File: src/include/irs_pkg.sv
// Constants, address map and types of the indirect readback and sync strobe block
// How it works
// [RL1] Any sync strobe write pulses sync-out one clock
// [RL2] Sync-out may reach sync-in through two stages
// [RL3] Thirty-two five-bit channel/type read order locations
// [RL4] Types 000-011 select I and Q halves
// [RL5] Types 100-111 select magnitude, phase, gain
// [RL6] Host writes indirect read address at direct 3
// [RL7] Strobe sources fetch anew on each address write
// [RL8] Unstrobed sources read live at direct 0/1
// [RL9] Gain-loop value sampled only by indirect write
// [RL10] Channel nibble valid only 0 to 3, F
// [RL11] Carrier, wait and timing words per channel
// [RL12] Instruction and pointer memories read per channel
// [RL13] Coefficient memories read per channel at ranges
// [RL14] Global F806 returns level detector output
// [RL15] Reset at once, release on fourth edge
package irs_pkg;

    // ------------------------------------------------------------
    // Direct host port addresses
    // ------------------------------------------------------------
    localparam logic [2:0] DIR_DATA_LO = 3'h0;
    localparam logic [2:0] DIR_DATA_HI = 3'h1;
    localparam logic [2:0] DIR_WR_ADDR = 3'h2;
    localparam logic [2:0] DIR_RD_ADDR = 3'h3;

    // ------------------------------------------------------------
    // Global and per-channel indirect locations
    // ------------------------------------------------------------
    localparam logic [15:0] GLB_SYNC_STROBE  = 16'hF809;
    localparam logic [15:0] GLB_ORDER_FIRST  = 16'hF820;
    localparam logic [15:0] GLB_ORDER_LAST   = 16'hF83F;
    localparam logic [15:0] GLB_LEVEL_OUT    = 16'hF806;
    localparam logic [3:0]  NIB_GLOBAL       = 4'hF;
    localparam logic [3:0]  NIB_LAST_CHAN    = 4'h3;
    localparam logic [11:0] OFS_CARRIER      = 12'h006;
    localparam logic [11:0] OFS_TIMING_HI    = 12'h009;
    localparam logic [11:0] OFS_WAIT_DECR    = 12'h00C;
    localparam logic [11:0] OFS_GAIN         = 12'h00F;
    localparam logic [11:0] OFS_INSTR_FIRST  = 12'h100;
    localparam logic [11:0] OFS_INSTR_LAST   = 12'h17F;
    localparam logic [11:0] OFS_PTR_FIRST    = 12'h180;
    localparam logic [11:0] OFS_PTR_LAST     = 12'h1FC;
    localparam logic [11:0] OFS_HBF_FIRST    = 12'h400;
    localparam logic [11:0] OFS_HBF_LAST     = 12'h43F;
    localparam logic [11:0] OFS_CRAM1_FIRST  = 12'h440;
    localparam logic [11:0] OFS_CRAM1_LAST   = 12'h47F;
    localparam logic [11:0] OFS_CRAM2_FIRST  = 12'h480;
    localparam logic [11:0] OFS_CRAM2_LAST   = 12'h4FF;
    localparam logic [11:0] OFS_RESAMP_FIRST = 12'h500;
    localparam logic [11:0] OFS_RESAMP_LAST  = 12'h5FF;

    // ------------------------------------------------------------
    // Read order selector fields and data type codes
    // ------------------------------------------------------------
    localparam int          ORDER_DEPTH  = 32;
    localparam int          SEL_W        = 5;
    localparam int          TYPE_W       = 3;
    localparam logic [4:0]  ORDER_RESET  = 5'h00;
    localparam logic [2:0]  TYPE_I_HI    = 3'h0;
    localparam logic [2:0]  TYPE_I_LO    = 3'h1;
    localparam logic [2:0]  TYPE_Q_HI    = 3'h2;
    localparam logic [2:0]  TYPE_Q_LO    = 3'h3;
    localparam logic [2:0]  TYPE_MAG_HI  = 3'h4;
    localparam logic [2:0]  TYPE_MAG_LO  = 3'h5;
    localparam logic [2:0]  TYPE_PHASE   = 3'h6;
    localparam logic [2:0]  TYPE_GAIN    = 3'h7;

    // ------------------------------------------------------------
    // Widths and timing
    // ------------------------------------------------------------
    localparam int          NUM_CHAN     = 4;
    localparam int          PATH_W       = 24;
    localparam int          WORD_W       = 32;
    localparam int          RESET_EDGES  = 4;

    typedef enum logic [2:0] {
        K_NONE, K_CARRIER, K_TIMING, K_WAIT, K_GAIN, K_MEM, K_LEVEL, K_ORDER
    } irs_kind_t;

endpackage

File: src/irs_order_mux.sv
// Read order selector: picks one 16-bit word from a channel's datapath outputs
module irs_order_mux (
    input  wire logic [4:0]  sel,
    input  wire logic [95:0] i_data,
    input  wire logic [95:0] q_data,
    input  wire logic [95:0] mag_data,
    input  wire logic [63:0] phase_data,
    input  wire logic [63:0] gain_data,
    output logic      [15:0] word
);
    logic [1:0]  chan;
    logic [2:0]  dtype;
    logic [23:0] i_w;
    logic [23:0] q_w;
    logic [23:0] m_w;

    // ------------------------------------------------------------
    // Channel number sits above the data type code
    // ------------------------------------------------------------
    assign chan  = sel[4:3]; // RL3
    assign dtype = sel[2:0]; // RL3
    assign i_w   = i_data[24*chan +: 24];
    assign q_w   = q_data[24*chan +: 24];
    assign m_w   = mag_data[24*chan +: 24];

    always_comb begin
        case (dtype)
            irs_pkg::TYPE_I_HI:   word = i_w[23:8]; // RL4
            irs_pkg::TYPE_I_LO:   word = {i_w[7:0], 8'h00}; // RL4
            irs_pkg::TYPE_Q_HI:   word = q_w[23:8]; // RL4
            irs_pkg::TYPE_Q_LO:   word = {q_w[7:0], 8'h00}; // RL4
            irs_pkg::TYPE_MAG_HI: word = m_w[23:8]; // RL5
            irs_pkg::TYPE_MAG_LO: word = {m_w[7:0], 8'h00}; // RL5
            irs_pkg::TYPE_PHASE:  word = phase_data[16*chan +: 16]; // RL5
            irs_pkg::TYPE_GAIN:   word = gain_data[16*chan +: 16]; // RL5
            default:              word = 16'h0000;
        endcase
    end

endmodule // irs_order_mux

File: src/irs_host_port.sv
// Host port readback, indirect read select, sync-out strobe and FIFO read order
module irs_host_port (
    input  wire logic         ref_clk,
    input  wire logic         rst_n,
    input  wire logic         ce_n,
    input  wire logic         wr_n,
    input  wire logic         rd_n,
    input  wire logic [2:0]   addr,
    input  wire logic [15:0]  p_in,
    output logic      [15:0]  p_out,
    output logic              p_oe,
    output logic              sync_out_pin,
    input  wire logic [127:0] carrier_freq_in,
    input  wire logic [127:0] timing_freq_in,
    input  wire logic [127:0] wait_decr_in,
    input  wire logic [63:0]  gain_loop_in,
    input  wire logic [31:0]  level_acc_in,
    output logic              level_stab_stb,
    output logic [15:0]       mem_rd_addr,
    output logic              mem_fetch_stb,
    input  wire logic [31:0]  mem_rd_data,
    input  wire logic [95:0]  i_data,
    input  wire logic [95:0]  q_data,
    input  wire logic [95:0]  mag_data,
    input  wire logic [63:0]  phase_data,
    input  wire logic         fifo_rd_stb,
    output logic [15:0]       fifo_word
);
    // ------------------------------------------------------------
    // Internal reset: drops at once, rises on the fourth edge
    // ------------------------------------------------------------
    logic [irs_pkg::RESET_EDGES-1:0] rst_sr_reg;
    logic                            core_rst_n;

    always_ff @(posedge ref_clk or negedge rst_n) begin
        if (!rst_n) begin
            rst_sr_reg <= '0; // RL15
        end else begin
            rst_sr_reg <= {rst_sr_reg[irs_pkg::RESET_EDGES-2:0], 1'b1}; // RL15
        end
    end
    assign core_rst_n = rst_sr_reg[irs_pkg::RESET_EDGES-1];

    // ------------------------------------------------------------
    // Pin synchronisers, two stages each
    // ------------------------------------------------------------
    logic [21:0] pin_s1_reg;
    logic [21:0] pin_s2_reg;
    logic        ce_s_n;
    logic        wr_s_n;
    logic        rd_s_n;
    logic [2:0]  addr_s;
    logic [15:0] p_s;

    always_ff @(posedge ref_clk or negedge core_rst_n) begin
        if (!core_rst_n) begin
            pin_s1_reg <= 22'h3FFFFF;
            pin_s2_reg <= 22'h3FFFFF;
        end else begin
            pin_s1_reg <= {ce_n, wr_n, rd_n, addr, p_in};
            pin_s2_reg <= pin_s1_reg;
        end
    end
    assign {ce_s_n, wr_s_n, rd_s_n, addr_s, p_s} = pin_s2_reg;

    // ------------------------------------------------------------
    // Address decode, used for strobes and for the read mux
    // ------------------------------------------------------------
    function automatic irs_pkg::irs_kind_t decode(input logic [15:0] a);
        logic [11:0] o;
        o = a[11:0];
        decode = irs_pkg::K_NONE;
        if (a == irs_pkg::GLB_LEVEL_OUT) begin
            decode = irs_pkg::K_LEVEL; // RL14
        end else if (a >= irs_pkg::GLB_ORDER_FIRST && a <= irs_pkg::GLB_ORDER_LAST) begin
            decode = irs_pkg::K_ORDER; // RL3
        end else if (a[15:12] <= irs_pkg::NIB_LAST_CHAN) begin // RL10
            if (o == irs_pkg::OFS_CARRIER) begin
                decode = irs_pkg::K_CARRIER; // RL11
            end else if (o == irs_pkg::OFS_TIMING_HI) begin
                decode = irs_pkg::K_TIMING; // RL11
            end else if (o == irs_pkg::OFS_WAIT_DECR) begin
                decode = irs_pkg::K_WAIT; // RL11
            end else if (o == irs_pkg::OFS_GAIN) begin
                decode = irs_pkg::K_GAIN; // RL9
            end else if ((o >= irs_pkg::OFS_INSTR_FIRST && o <= irs_pkg::OFS_INSTR_LAST)
                      || (o >= irs_pkg::OFS_PTR_FIRST && o <= irs_pkg::OFS_PTR_LAST)) begin
                decode = irs_pkg::K_MEM; // RL12
            end else if ((o >= irs_pkg::OFS_HBF_FIRST && o <= irs_pkg::OFS_HBF_LAST)
                      || (o >= irs_pkg::OFS_CRAM1_FIRST && o <= irs_pkg::OFS_CRAM1_LAST)
                      || (o >= irs_pkg::OFS_CRAM2_FIRST && o <= irs_pkg::OFS_CRAM2_LAST)
                      || (o >= irs_pkg::OFS_RESAMP_FIRST && o <= irs_pkg::OFS_RESAMP_LAST)) begin
                decode = irs_pkg::K_MEM; // RL13
            end
        end
    endfunction

    // ------------------------------------------------------------
    // Host write capture and register state
    // ------------------------------------------------------------
    logic              wr_prev_reg,  wr_prev_next;
    logic              lat_ce_reg,   lat_ce_next;
    logic [2:0]        lat_a_reg,    lat_a_next;
    logic [15:0]       lat_d_reg,    lat_d_next;
    logic [15:0]       wdat_lo_reg,  wdat_lo_next;
    logic [15:0]       wdat_hi_reg,  wdat_hi_next;
    logic [15:0]       ira_reg,      ira_next;
    logic              sync_reg,     sync_next;
    logic              fetch_reg,    fetch_next;
    logic              stab_reg,     stab_next;
    logic [31:0]       mem_hold_reg, mem_hold_next;
    logic [31:0]       lvl_hold_reg, lvl_hold_next;
    logic [15:0]       gain_hold_reg [irs_pkg::NUM_CHAN];
    logic [15:0]       gain_hold_next [irs_pkg::NUM_CHAN];
    logic [4:0]        order_reg [irs_pkg::ORDER_DEPTH];
    logic [4:0]        order_next [irs_pkg::ORDER_DEPTH];
    logic              commit;
    logic [15:0]       indirect_write_location;
    irs_pkg::irs_kind_t ira_kind;
    irs_pkg::irs_kind_t new_kind;

    // Address and data are caught while the strobe is low, since the host
    // may release them before the synchronised strobe edge arrives.
    assign commit   = wr_prev_reg == 1'b0 && wr_s_n == 1'b1 && lat_ce_reg;
    assign indirect_write_location      = lat_d_reg;
    assign ira_kind = decode(ira_reg);
    assign new_kind = decode(lat_d_reg);

    always_comb begin
        wr_prev_next  = wr_s_n;
        lat_ce_next   = lat_ce_reg;
        lat_a_next    = lat_a_reg;
        lat_d_next    = lat_d_reg;
        wdat_lo_next  = wdat_lo_reg;
        wdat_hi_next  = wdat_hi_reg;
        ira_next      = ira_reg;
        sync_next     = 1'b0;
        fetch_next    = 1'b0;
        stab_next     = 1'b0;
        mem_hold_next = fetch_reg ? mem_rd_data : mem_hold_reg;
        lvl_hold_next = stab_reg ? level_acc_in : lvl_hold_reg;
        gain_hold_next = gain_hold_reg;
        order_next    = order_reg;
        if (!wr_s_n) begin
            lat_ce_next = !ce_s_n;
            lat_a_next  = addr_s;
            lat_d_next  = p_s;
        end
        if (commit) begin
            case (lat_a_reg)
                irs_pkg::DIR_DATA_LO: wdat_lo_next = lat_d_reg;
                irs_pkg::DIR_DATA_HI: wdat_hi_next = lat_d_reg;
                irs_pkg::DIR_RD_ADDR: begin
                    ira_next   = lat_d_reg; // RL6
                    fetch_next = new_kind == irs_pkg::K_MEM; // RL7
                    stab_next  = new_kind == irs_pkg::K_LEVEL; // RL7
                end
                irs_pkg::DIR_WR_ADDR: begin
                    if (indirect_write_location == irs_pkg::GLB_SYNC_STROBE) begin
                        sync_next = 1'b1; // RL1
                    end
                    if (indirect_write_location >= irs_pkg::GLB_ORDER_FIRST && indirect_write_location <= irs_pkg::GLB_ORDER_LAST) begin
                        order_next[indirect_write_location[4:0]] = wdat_lo_reg[4:0]; // RL3
                    end
                    if (indirect_write_location[11:0] == irs_pkg::OFS_GAIN) begin
                        // Broadcast nibble samples every channel on one edge
                        for (int c = 0; c < irs_pkg::NUM_CHAN; c++) begin
                            if (indirect_write_location[15:12] == irs_pkg::NIB_GLOBAL
                                || indirect_write_location[15:12] == 4'(c)) begin // RL10
                                gain_hold_next[c] = gain_loop_in[16*c +: 16]; // RL9
                            end
                        end
                    end
                end
                default: ;
            endcase
        end
    end

    always_ff @(posedge ref_clk or negedge core_rst_n) begin
        if (!core_rst_n) begin
            wr_prev_reg  <= 1'b1;
            lat_ce_reg   <= 1'b0;
            lat_a_reg    <= 3'h0;
            lat_d_reg    <= 16'h0000;
            wdat_lo_reg  <= 16'h0000;
            wdat_hi_reg  <= 16'h0000;
            ira_reg      <= 16'h0000;
            sync_reg     <= 1'b0;
            fetch_reg    <= 1'b0;
            stab_reg     <= 1'b0;
            mem_hold_reg <= 32'h00000000;
            lvl_hold_reg <= 32'h00000000;
            for (int c = 0; c < irs_pkg::NUM_CHAN; c++) begin
                gain_hold_reg[c] <= 16'h0000;
            end
            for (int k = 0; k < irs_pkg::ORDER_DEPTH; k++) begin
                order_reg[k] <= irs_pkg::ORDER_RESET;
            end
        end else begin
            wr_prev_reg   <= wr_prev_next;
            lat_ce_reg    <= lat_ce_next;
            lat_a_reg     <= lat_a_next;
            lat_d_reg     <= lat_d_next;
            wdat_lo_reg   <= wdat_lo_next;
            wdat_hi_reg   <= wdat_hi_next;
            ira_reg       <= ira_next;
            sync_reg      <= sync_next;
            fetch_reg     <= fetch_next;
            stab_reg      <= stab_next;
            mem_hold_reg  <= mem_hold_next;
            lvl_hold_reg  <= lvl_hold_next;
            gain_hold_reg <= gain_hold_next;
            order_reg     <= order_next;
        end
    end

    assign sync_out_pin   = sync_reg;
    assign mem_fetch_stb  = fetch_reg;
    assign level_stab_stb = stab_reg;
    assign mem_rd_addr    = ira_reg;

    // ------------------------------------------------------------
    // Readback word and host data bus
    // ------------------------------------------------------------
    logic [31:0] rd_word_reg, rd_word_next;
    logic [15:0] p_out_reg,   p_out_next;
    logic [1:0]  ira_ch;

    assign ira_ch = ira_reg[13:12];

    always_comb begin
        case (ira_kind)
            irs_pkg::K_CARRIER: rd_word_next = carrier_freq_in[32*ira_ch +: 32]; // RL8
            irs_pkg::K_TIMING:  rd_word_next = timing_freq_in[32*ira_ch +: 32]; // RL11
            irs_pkg::K_WAIT:    rd_word_next = wait_decr_in[32*ira_ch +: 32]; // RL11
            irs_pkg::K_GAIN:    rd_word_next = {16'h0000, gain_hold_reg[ira_ch]}; // RL9
            irs_pkg::K_MEM:     rd_word_next = mem_hold_reg; // RL12 RL13
            irs_pkg::K_LEVEL:   rd_word_next = lvl_hold_reg; // RL14
            irs_pkg::K_ORDER:   rd_word_next = {27'h0000000, order_reg[ira_reg[4:0]]};
            default:            rd_word_next = 32'h00000000; // RL10
        endcase
        case (addr_s)
            irs_pkg::DIR_DATA_LO: p_out_next = rd_word_reg[15:0]; // RL8
            irs_pkg::DIR_DATA_HI: p_out_next = rd_word_reg[31:16]; // RL8
            irs_pkg::DIR_RD_ADDR: p_out_next = ira_reg;
            default:              p_out_next = 16'h0000;
        endcase
    end

    always_ff @(posedge ref_clk or negedge core_rst_n) begin
        if (!core_rst_n) begin
            rd_word_reg <= 32'h00000000;
            p_out_reg   <= 16'h0000;
        end else begin
            rd_word_reg <= rd_word_next;
            p_out_reg   <= p_out_next;
        end
    end

    assign p_out = p_out_reg;
    assign p_oe  = !ce_s_n && !rd_s_n;

    // ------------------------------------------------------------
    // FIFO read order sequencing
    // ------------------------------------------------------------
    logic [4:0]  fifo_idx_reg,  fifo_idx_next;
    logic [15:0] fifo_word_reg, fifo_word_next;
    logic [15:0] sel_word;

    irs_order_mux u_mux (
        .sel        (order_reg[fifo_idx_reg]),
        .i_data     (i_data),
        .q_data     (q_data),
        .mag_data   (mag_data),
        .phase_data (phase_data),
        .gain_data  (gain_loop_in),
        .word       (sel_word)
    );

    always_comb begin
        fifo_idx_next  = fifo_idx_reg;
        fifo_word_next = fifo_word_reg;
        if (fifo_rd_stb) begin
            fifo_word_next = sel_word; // RL4 RL5
            fifo_idx_next  = fifo_idx_reg + 5'h01; // RL3
        end
    end

    always_ff @(posedge ref_clk or negedge core_rst_n) begin
        if (!core_rst_n) begin
            fifo_idx_reg  <= 5'h00;
            fifo_word_reg <= 16'h0000;
        end else begin
            fifo_idx_reg  <= fifo_idx_next;
            fifo_word_reg <= fifo_word_next;
        end
    end

    assign fifo_word = fifo_word_reg;
endmodule // irs_host_port

File: config.mk
export PLATFORM = sky130hd
export DESIGN_NAME = irs_host_port
export DESIGN_NICKNAME = d
export VERILOG_FILES = /design/src/include/irs_pkg.sv /design/src/irs_order_mux.sv /design/src/irs_host_port.sv
export SDC_FILE = /design/constraint.sdc
export NUM_CORES = 1
export LEC_CHECK = 0
export BUFFER_PORTS_ARGS = -buffer_cell sky130_fd_sc_hd__buf_2
export CAP_MARGIN = 20
export CORE_AREA = 3 3 361 363
export CTS_CLUSTER_DIAMETER = 60
export CTS_CLUSTER_SIZE = 10
export DETAILED_ROUTE_END_ITERATION = 10
export DIE_AREA = 0 0 364 366
export PLACE_DENSITY = 0.49
export SYNTH_ARGS = -nofsm -noshare
export SYNTH_HDL_FRONTEND = slang
export SYNTH_SLANG_ARGS = --single-unit
File: constraint.sdc
create_clock -name ref_clk -period 19 [get_ports ref_clk]
set_input_delay 1.9 -clock ref_clk [delete_from_list [all_inputs] [get_ports ref_clk]]
set_output_delay 1.9 -clock ref_clk [all_outputs]
set_load 0.02 [all_outputs]
==> results.json <==
{
  "multi_input_area_sq_um": 15400,
  "clock.fmax_mhz": 185,
  "ff_latch_area_sq_um": 11300,
  "grt_pass1_vias": 25600,
  "die_extent_in_x_um": 364,
  "cts_tree": "done",
  "syn-num-nets": 3205,
  "initialDrtViolationCount": 2129,
  "layout.nets": 4042,
  "post_place_setup_slack_ns": 13.56,
  "finalNonFillerCells": 4884,
  "share_clk_of_total_power_pct": 25.4,
  "stdcell_area_sq_um": 36100,
  "hold_violations": 0,
  "post_detailed_routing_wire_length_um": 150000,
  "synth_warnings": 0,
  "critical_path_required_ns": 19.53,
  "total_leakage_power_nw": 16.4,
  "power.sequential.fraction_pct": 26.8,
  "p_sw_share_pct": 43.5,
  "setup_ws_ns": 13.58,
  "totalNegativeSetupSlack_ns": 0,
  "skew_ns": 0.0432,
  "hp-class": "flop to flop",
  "synth_ff_type": "dfrtp_1",
  "ctsHtreeMaxLevel": 2,
  "critPathCaptureType": "flop",
  "netlist-cell-type-count": 87,
  "dr.pass1.iters": 7,
  "synth_edf_count": 0,
  "io-pin-count": 941,
  "row_count": 131,
  "detail_route.drc_violations": 0,
  "power.net_switching_mw": 1.87,
  "setup_viol": 0,
  "setup_fix_bufs_post_cts": 0,
  "ctsRootBufferMaster": "clkbuf_16",
  "internal_power_mw": 2.43,
  "postSynthRegisterBits": 450,
  "cts_num_sinks": 450,
  "finalWorstPathRequiredPeriod_ns": 5.42,
  "async_flop_share_pct": 100,
  "floorplan.initialDensity_pct": 21.8,
  "worst_ep_arrival_time_ns": 5.95,
  "route.antenna.remaining_nets": 0,
  "worst_ir_drop_on_vdd_mv": 0.0878,
  "start_kind": "flop",
  "area_delta_synth_final_pct": 29.9,
  "gp_routability_congestion": 0.956,
  "comb_power_share_pct": 47.9,
  "groute.usage.overall_pct": 21.5,
  "coreArea_sq_um": 127000,
  "place_inst": 4751,
  "post_drt_wl_per_cell_um": 30.6,
  "cellPowerDensity_nw_per_um2": 119,
  "slew_headroom_pct": 21.2,
  "post_route_cells_drive_above_1_share_pct": 55.2,
  "holdBufCountCts": 0,
  "timing.setup.critical_path_class": "flop to flop",
  "synth_area_sq_um": 27800,
  "synthesis.area_per_instance_sq_um": 12.0,
  "mostFrequentLayoutCell": "buf_2",
  "yosysSeqAreaShare_pct": 40.7,
  "gate_count_post_synth": 2315,
  "cts.reportedPaths.clkPinSlew_ns": 0.06,
  "dpl.hpwl_um": 119000,
  "die_area_sq_um": 133000,
  "finish.utilization_pct": 28.3,
  "cts_made_buffers": 59,
  "power_mw": 4.30,
  "gr-total-overflow": 0,
  "grt_setup_unrepaired": "false",
  "pin_count_of_the_biggest_net_entering_global_routing": 153,
  "cts-resized-gates": 0,
  "filler_cell_count": 13500,
  "slew_violations": 0,
  "fp.dieH_um": 366,
  "drt-vias-per-instance": 5.18,
  "grt_first_pass_wirelength_um": 204000,
  "clock_path_buffers": 3,
  "crit_fanout": 53,
  "number_of_antenna_violations_at_the_first_check_in_global_routing": 58,
  "instance_area_at_placement_sq_um": 34100,
  "max-cap-violations": 0,
  "mostFrequentLayoutCells": "buf_2, mux2_2, dfrtp_1, mux4_2, nand2_1",
  "fin_worst_hold_slack_ns": 0.348,
  "transition_at_the_pin_with_the_smallest_max_transition_slack_ns": 1.17,
  "largest_reg_flops": 160,
  "placement.io_buffers": 940,
  "insertion_delay_ns": 0.67,
  "timing.final.crit_share_pct": 28.5,
  "route.vias.total": 25300,
  "outcome": "completed"
}
==> cells by family (layout without fill, tap and decap cells) <==
| logic type | Yosys count | in the layout | share of synthesized area [%] |
|---|---|---|---|
| and+or+nand+nor | 426 | 426 | 7.31 |
| xor gates and xnor gates | 6 | 6 | 0.189 |
| other | 1 | 29 | 0.0135 |
| muxes | 698 | 698 | 34.6 |
| buffers and inverters | 269 | 1148 | 4.35 |
| adders and majority gates | 1 | 1 | 0.0450 |
| AOI/OAI and AO/OA | 464 | 464 | 12.7 |
| DFF | 450 | 450 | 40.7 |
==> power groups by stage <==
stage | logic [mW] | registers (mW) | clock network [mW]
after global routing | 2.18 | 1.16 | 1.16
after floorplan | 1.33 | 1.14 | 0
after detailed placement | 2.04 | 1.18 | 0
after global placement | 2.03 | 1.18 | 0
final | 2.06 | 1.15 | 1.09
after CTS | 2.04 | 1.17 | 1.12
==> cell type report <==
type / count / area share (%)
repair buffers: 995 / 14.3
clock buffers: 83 / 4.51
clock inverters: 20 / 0.628
flip-flops and latches: 450 / 31.4
inverters: 50 / 0.520
diodes: 28 / 0.194
well taps: 1662 / 5.76
multi-input cells: 1596 / 42.6
==> worst max-delay path, cell delays in order (launching register included) <==
cell and delay (ns):
dfrtp_2 0.34, buf_4 0.56, mux4_2 0.61, nor2_1 0.20, nor4_4 0.07, buf_4 0.26, a211oi_4 0.26, buf_4 0.35
buf_4 0.70, mux4_2 0.61, nor2b_1 0.15, a311oi_1 0.80, buf_4 0.23, a31oi_1 0.08
==> cell usage after synthesis (all sizes together), types with 3 or more instances <==
cell	count	area [sq um]
nor4	4	43.8
a222oi	16	160
a211oi	63	490
a22o	19	166
mux2	450	5090
buf	95	556
nand2	125	469
a221o	21	210
a2bb2oi	5	43.8
inv	50	188
a41oi	4	35.0
mux4	160	3660
o211ai	4	30.0
nor3	17	106
o31ai	6	45.0
o221ai	5	50.0
nor4b	3	32.5
xnor2	5	43.8
mux2i	88	881
o21ai	104	520
a32oi	8	70.1
a2111oi	50	449
a211o	6	52.6
nand3	95	493
a22oi	19	143
a311o	4	40.0
nand4	8	50.1
a221oi	3	43.8
a31oi	14	87.6
o22ai	21	131
and4	4	35.0
and3	4	25.0
dfstp	45	1180
nor2	122	468
dfrtp	405	10100
nand3b	9	67.6
a21oi	11	55.1
clkbuf	124	465
nor3b	5	37.5
nor2b	14	87.6
a311oi	68	596
nand2b	3	18.8
==> layer usage <==
layer / global-route usage (%) / wire [um] / vias to the layer above
met5: 0 / 169 / -
met4: 6.15 / 4370 / 26
met3: 5.64 / 13100 / 233
met2: 35.8 / 71600 / 1204
met1: 27.4 / 60400 / 13100
li1: - / - / 10800
==> final timing paths <==
kind	endpoint	cells after the start	from	slack (ns)
setup reg to reg	fifo_word[5]	13	fifo_idx_reg[0]	13.58
hold / removal	rst_sr_reg[1]	0	rst_sr_reg[0]	0.35
hold reg to reg	rst_sr_reg[1]	0	rst_sr_reg[0]	0.35
setup / recovery	fifo_word[5]	13	fifo_idx_reg[0]	13.58
max in group asynchronous	mem_rd_addr[12]	3	rst_sr_reg[3]	15.43
min in group asynchronous	mem_hold_reg[28]	0	rst_sr_reg[3]	0.46
Power figures use the tool's default switching activity.
